## config.mk

```make
export PLATFORM = sky130hd
export DESIGN_NAME = bfu_unit
export DESIGN_NICKNAME = d
export VERILOG_FILES = /design/src/hw/bfu_pkg.sv /design/src/hw/bfu_unit.sv
export VERILOG_INCLUDE_DIRS = /design/src /design/src/hw
export SDC_FILE = /design/constraint.sdc
export NUM_CORES = 1
export LEC_CHECK = 0
export BUFFER_PORTS_ARGS = -buffer_cell sky130_fd_sc_hd__buf_2
export CAP_MARGIN = 20
export CORE_UTILIZATION = 50
export CTS_CLUSTER_SIZE = 28
export DETAILED_ROUTE_END_ITERATION = 12
export GPL_ROUTABILITY_DRIVEN = 1
export PLACE_DENSITY = 0.78
export SLEW_MARGIN = 10
export SYNTH_ARGS = -nofsm -noshare
export SYNTH_HDL_FRONTEND = slang
export SYNTH_SLANG_ARGS = --single-unit
```

## constraint.sdc

```tcl
create_clock -name mclk -period 2.6 [get_ports mclk]
set_input_delay 0.26 -clock mclk [delete_from_list [all_inputs] [get_ports mclk]]
set_output_delay 0.26 -clock mclk [all_outputs]
set_load 0.01 [all_outputs]
```

## src/hw/bfu_defines.svh

```systemverilog
`ifndef BFU_DEFINES_SVH
`define BFU_DEFINES_SVH
// status flag positions
`define BFU_FLAG_C 3'd0
`define BFU_FLAG_Z 3'd1
`define BFU_FLAG_N 3'd2
`define BFU_FLAG_V 3'd3
`define BFU_FLAG_S 3'd4
`define BFU_FLAG_H 3'd5
`define BFU_FLAG_T 3'd6
`define BFU_FLAG_I 3'd7
`define BFU_FLAGS_RESET 8'h00
`define BFU_EXEC_CYCLES 1
`endif

```

## src/hw/bfu_pkg.sv

```systemverilog
package bfu_pkg;
  typedef enum logic [4:0] {
    BFU_OP_NONE = 5'h00,
    BFU_OP_BIT_STORE = 5'h01,
    BFU_OP_BIT_LOAD = 5'h02,
    BFU_OP_FSET = 5'h03,
    BFU_OP_FCLR = 5'h04,
    BFU_OP_ARITH_SHIFT = 5'h05,
    BFU_OP_SWAP = 5'h06,
    BFU_OP_NOP = 5'h07,
    BFU_OP_SLEEP = 5'h08,
    BFU_OP_WDOG = 5'h09,
    BFU_OP_BREAK = 5'h0A
  } bfu_op_t;
endpackage

```

## src/hw/bfu_unit.sv

```systemverilog
`timescale 1ns/1ps
`default_nettype none
`include "bfu_defines.svh"

// Operation
// [RQ1] bit store copies register bit to T
// [RQ2] bit load writes T into register bit
// [RQ3] set sign flag forces S one
// [RQ4] clear sign flag forces S zero
// [RQ5] set/clear overflow drive V in one cycle
// [RQ6] set half carry forces H one
// [RQ7] clear half carry forces H zero
// [RQ8] sleep one cycle, flags kept, sleep pulse
// [RQ9] watchdog restart one cycle, flags kept, pulse
// [RQ10] break only with debug, flags kept
// [RQ11] every flag set/clear by index, one cycle
// [RQ12] arithmetic shift keeps sign; swap exchanges nibbles
module bfu_unit (
  input wire logic mclk,
  input wire logic sys_rst,
  input wire logic op_valid,
  input wire bfu_pkg::bfu_op_t op_code,
  input wire logic [2:0] op_bit,
  input wire logic [7:0] op_data,
  input wire logic debug_enable,
  output logic [7:0] status_flags_register,
  output logic [7:0] result_data,
  output logic result_we,
  output logic sleep_req,
  output logic watchdog_restart_op,
  output logic break_req
);

  // ---------------------------------------------
  // flag state
  // ---------------------------------------------
  logic [7:0] flags_reg, flags_next;
  logic [7:0] res_reg, res_next;
  logic we_reg, we_next;
  logic slp_reg, slp_next;
  logic wdog_reg, wdog_next;
  logic brk_reg, brk_next;
  logic [7:0] shr_val;
  logic [7:0] bit_mask;

  // one-hot mask for a bit or flag index
  function automatic logic [7:0] bfu_onehot(input logic [2:0] idx);
    bfu_onehot = 8'h01 << idx;
  endfunction

  // true when the given operation is presented this cycle
  function automatic logic bfu_hit(
    input logic vld,
    input bfu_pkg::bfu_op_t code,
    input bfu_pkg::bfu_op_t want
  );
    bfu_hit = vld && (code == want);
  endfunction

  // sign is kept, lower bits move down
  assign shr_val = {op_data[7], op_data[7:1]};
  assign bit_mask = bfu_onehot(op_bit);

  // ---------------------------------------------
  // next state
  // ---------------------------------------------
  always_comb begin
    flags_next = flags_reg;
    res_next = res_reg;
    we_next = 1'b0;
    slp_next = 1'b0;
    wdog_next = 1'b0;
    brk_next = 1'b0;
    if (op_valid) begin
      case (op_code)
        bfu_pkg::BFU_OP_BIT_STORE: begin
          flags_next[`BFU_FLAG_T] = op_data[op_bit]; // RQ1
        end
        bfu_pkg::BFU_OP_BIT_LOAD: begin
          res_next = (op_data & ~bit_mask) |
                     ({8{flags_reg[`BFU_FLAG_T]}} & bit_mask); // RQ2
          we_next = 1'b1;
        end
        // covers S, V, H and all other flags by index
        bfu_pkg::BFU_OP_FSET: begin
          flags_next = flags_reg | bit_mask; // RQ3 RQ5 RQ6 RQ11
        end
        bfu_pkg::BFU_OP_FCLR: begin
          flags_next = flags_reg & ~bit_mask; // RQ4 RQ5 RQ7 RQ11
        end
        bfu_pkg::BFU_OP_ARITH_SHIFT: begin
          res_next = shr_val; // RQ12
          we_next = 1'b1;
          flags_next[`BFU_FLAG_C] = op_data[0];
          flags_next[`BFU_FLAG_Z] = (shr_val == 8'h00);
          flags_next[`BFU_FLAG_N] = shr_val[7];
          flags_next[`BFU_FLAG_V] = shr_val[7] ^ op_data[0];
          // sign test is N xor V, which reduces to old bit 0
          flags_next[`BFU_FLAG_S] = op_data[0];
        end
        bfu_pkg::BFU_OP_SWAP: begin
          res_next = {op_data[3:0], op_data[7:4]}; // RQ12
          we_next = 1'b1;
        end
        bfu_pkg::BFU_OP_SLEEP: begin
          slp_next = 1'b1; // RQ8
        end
        bfu_pkg::BFU_OP_WDOG: begin
          wdog_next = 1'b1; // RQ9
        end
        // ignored unless debugging is active
        bfu_pkg::BFU_OP_BREAK: begin
          brk_next = debug_enable; // RQ10
        end
        default: begin
        end
      endcase
    end
  end

  // ---------------------------------------------
  // registers
  // ---------------------------------------------
  always_ff @(posedge mclk) begin
    if (sys_rst) begin
      flags_reg <= `BFU_FLAGS_RESET;
      res_reg <= 8'h00;
      we_reg <= 1'b0;
      slp_reg <= 1'b0;
      wdog_reg <= 1'b0;
      brk_reg <= 1'b0;
    end else begin
      flags_reg <= flags_next;
      res_reg <= res_next;
      we_reg <= we_next;
      slp_reg <= slp_next;
      wdog_reg <= wdog_next;
      brk_reg <= brk_next;
    end
  end

  // ---------------------------------------------
  // outputs
  // ---------------------------------------------
  assign status_flags_register = flags_reg;
  assign result_data = res_reg;
  assign result_we = we_reg;
  assign sleep_req = slp_reg;
  assign watchdog_restart_op = wdog_reg;
  assign break_req = brk_reg;

  // each flag moves only for its own index
  for (genvar g = 0; g < 8; g++) begin : g_flag

  end
endmodule
`default_nettype wire

```

==> results.sh <==
export IMPL_grt_pass1_vias=1147
export IMPL_timing_critical_path_from="op_bit[1]"
export IMPL_rsz0062_at_grt="no"
export IMPL_clk_root_buffer_cell="sky130_fd_sc_hd__clkbuf_4"
export IMPL_clock_latency_ps=290
export IMPL_drive_gt1_share_pct=31.4
export IMPL_fmaxAchievable_mhz=641
export IMPL_yosysTopAreaCell="sky130_fd_sc_hd__dfxtp_1"
export IMPL_yosysSeqAreaShare_pct=31.1
export IMPL_min_from="debug_enable"
export IMPL_number_of_pins_with_negative_max_slew_slack_in_the_final_report=0
export IMPL_synth_net_count=163
export IMPL_cp_data_required_time_ps=2760
export IMPL_wire_length_reported_by_the_detailed_router_um=3230
export IMPL_synth_seq_cells=20
export IMPL_startpoint_type="input pin"
export IMPL_async_reset_ff_share_pct=0
export IMPL_ant_nets=0
export IMPL_drt_wirelength_per_cell_um=15.8
export IMPL_cp_arrival_ps=1710
export IMPL_routabilityCongestion=0.870
export IMPL_reg2regPathDepth=3
export IMPL_timing_reg2reg_setup_slack_ps=1240
export IMPL_drt_drc_violations_left=0
export IMPL_power_leakage_nw=0.579
export IMPL_timing_clock_skew_ps=0.539
export IMPL_worst_slew_pin_transition_ps=671
export IMPL_clk_pin_slew_ps=110
export IMPL_floorplan_initialDensity_pct=52.5
export IMPL_post_drt_via_cell_ratio=6.38
export IMPL_area_growth_pct=16.0
export IMPL_grt_start_max_net_pins=19
export IMPL_worst_hold_path_type="input pin to register"
export IMPL_relSlewSlack_pct=55.3
export IMPL_grt_antenna_before_repair=0
export IMPL_post_cts_buffers=0
export IMPL_floorplan_die_area_um2=2780
export IMPL_drt_initial_drc_count=72
export IMPL_placementRows=18
export IMPL_drt_pass1_iter_count=4
export IMPL_run_status="finished clean"
export IMPL_i_o_pin_count=40
export IMPL_yosys_warnings=0
export IMPL_worstReg2RegStart="status_flags_register[6]"
export IMPL_crit_path_end_kind="register"
export IMPL_cts_root_to_sink_buffers=2
export IMPL_largest_vdd_supply_drop_uv=337
export IMPL_insertedDiodeCount=0
export IMPL_cts_htree_levels=1
export IMPL_maxCapViolations=0
export IMPL_numCtsBuffers=3
export IMPL_global_route_wire_length_before_repair_um=5260
export IMPL_leading_cell_type_in_the_layout_fill_and_taps_excluded="sky130_fd_sc_hd__buf_2"
export IMPL_die_w_um=52.8
export IMPL_hold_violation_count_in_the_final_report=0
export IMPL_post_synth_edffs=0
export IMPL_place_port_buffers=39
export IMPL_synth_top_area_share_pct=31.1
export IMPL_kind_of_critical_path="input pin to register"
export IMPL_worstPathMaxFanout=13
export IMPL_period_needed_ps=1560
export IMPL_cts_resized=0
export IMPL_syn_inst=143
export IMPL_dp_final_hpwl_um=2320
export IMPL_cell_depth_of_the_worst_hold_path=3
export IMPL_cts_hold_buffers_added=0
export IMPL_floorplan_die_height_um=52.8
export IMPL_setup_violations_final=0
export IMPL_num_vias=1307
export IMPL_post_synth_cell_area_avg_um2=9.01
export IMPL_globalRoute_totalOverflow=0
export IMPL_synth_main_ff_cell="sky130_fd_sc_hd__dfxtp_1"
export IMPL_most_common_layout_cells="sky130_fd_sc_hd__buf_2, sky130_fd_sc_hd__dfxtp_1, sky130_fd_sc_hd__nor2_1, sky130_fd_sc_hd__a211oi_1"
export IMPL_coreArea_um2=2450
export IMPL_grtUsageTotal_pct=25.5
export IMPL_fin_crit_sh_pct=60.0
export IMPL_tritoncts_num_sinks=20
export IMPL_fin_hold_ws_ps=180
export IMPL_cts_tree="built"
export IMPL_post_synthesis_cell_area_um2=1290
export IMPL_ys_types=41
export IMPL_finalSetupTns_ps=0
export IMPL_synth_top_cells_by_area="sky130_fd_sc_hd__dfxtp_1, sky130_fd_sc_hd__a211oi_1, sky130_fd_sc_hd__mux2_2"
export IMPL_power_per_cell_area_nw_per_um2=395
export IMPL_nets=197
[kinds of logic after synthesis]
group,after synthesis,share of synthesized area (%)
compound gates,43,25.1
simple gates,55,26.3
buf+inv,12,4.37
flops,20,31.1
xor+xnor,1,0.680
mux,12,12.4
[cells in the mapped netlist, types with 3 or more instances]
cell / instances
sky130_fd_sc_hd__a311oi_1: 7
sky130_fd_sc_hd__a21oi_1: 3
sky130_fd_sc_hd__nor2b_1: 3
sky130_fd_sc_hd__nor3b_1: 5
sky130_fd_sc_hd__mux2_2: 6
sky130_fd_sc_hd__o21ai_0: 7
sky130_fd_sc_hd__buf_2: 3
sky130_fd_sc_hd__a211oi_1: 9
sky130_fd_sc_hd__nand2_1: 6
sky130_fd_sc_hd__nand2b_1: 4
sky130_fd_sc_hd__nor2_1: 14
sky130_fd_sc_hd__clkbuf_1: 5
sky130_fd_sc_hd__or3b_1: 3
sky130_fd_sc_hd__nand3b_1: 3
sky130_fd_sc_hd__dfxtp_1: 20
sky130_fd_sc_hd__mux2_1: 3
sky130_fd_sc_hd__a222oi_1: 6
sky130_fd_sc_hd__nor3_1: 4
[routing by layer]
layer | up-vias | part of all wire (%) | global-route usage [%]
met2 | 54 | 51 | 40.1
met3 | 4 | 6.2 | 2.61
li1 | 626 | - | -
met4 | 0 | 1.2 | 12.3
met1 | 623 | 42 | 34.4
met5 | - | 0 | 0
[state kept, by name, summed over array words and instances (netlist names), named ones only]
signal	cells
break_req	1
result_data	8
result_we	1
sleep_req	1
status_flags_register	6
watchdog_restart_op	1
[layout make-up]
class                           count  area [µm²]
Multi-Input combinational cell    111         832
Clock buffer                        3        22.5
Fill cell                         228         960
Sequential cell                    20         400
Inverter                            2        7.51
Tap cell                           30        37.5
Timing Repair Buffer               39         195
[critical path: stages]
cell and delay, ps:
sky130_fd_sc_hd__buf_2 220, sky130_fd_sc_hd__or3b_1 450, sky130_fd_sc_hd__mux2_1 340, sky130_fd_sc_hd__a222oi_1 320, sky130_fd_sc_hd__a211oi_1 120
[power by group]
part / switching (mW) / total [mW] / leakage [nW] / internal, mW
sequential: 0.00421 / 0.317 / 0.162 / 0.312
combinational: 0.0719 / 0.128 / 0.404 / 0.0558
clock: 0.0919 / 0.146 / 0.0138 / 0.0539
[per-stage QoR]
step	std cells	utilization (%)	worst slack, ps	area, µm²	total power, mW
floorplan	143	-	1040	1290	0.407
global route	205	60.9	932	1500	0.618
finish	205	60.9	1040	1500	0.590
detailed placement	202	60.0	753	1470	0.449
CTS	205	60.9	1070	1500	0.592
global placement	202	60.0	757	1470	0.446
[worst paths after layout]
path / endpoint
setup reg to reg: result_data[4]
hold reg to reg: result_data[3]
hold / removal: break_req
setup / recovery: result_data[2]
Note: power is estimated with default switching activity, not from simulation.
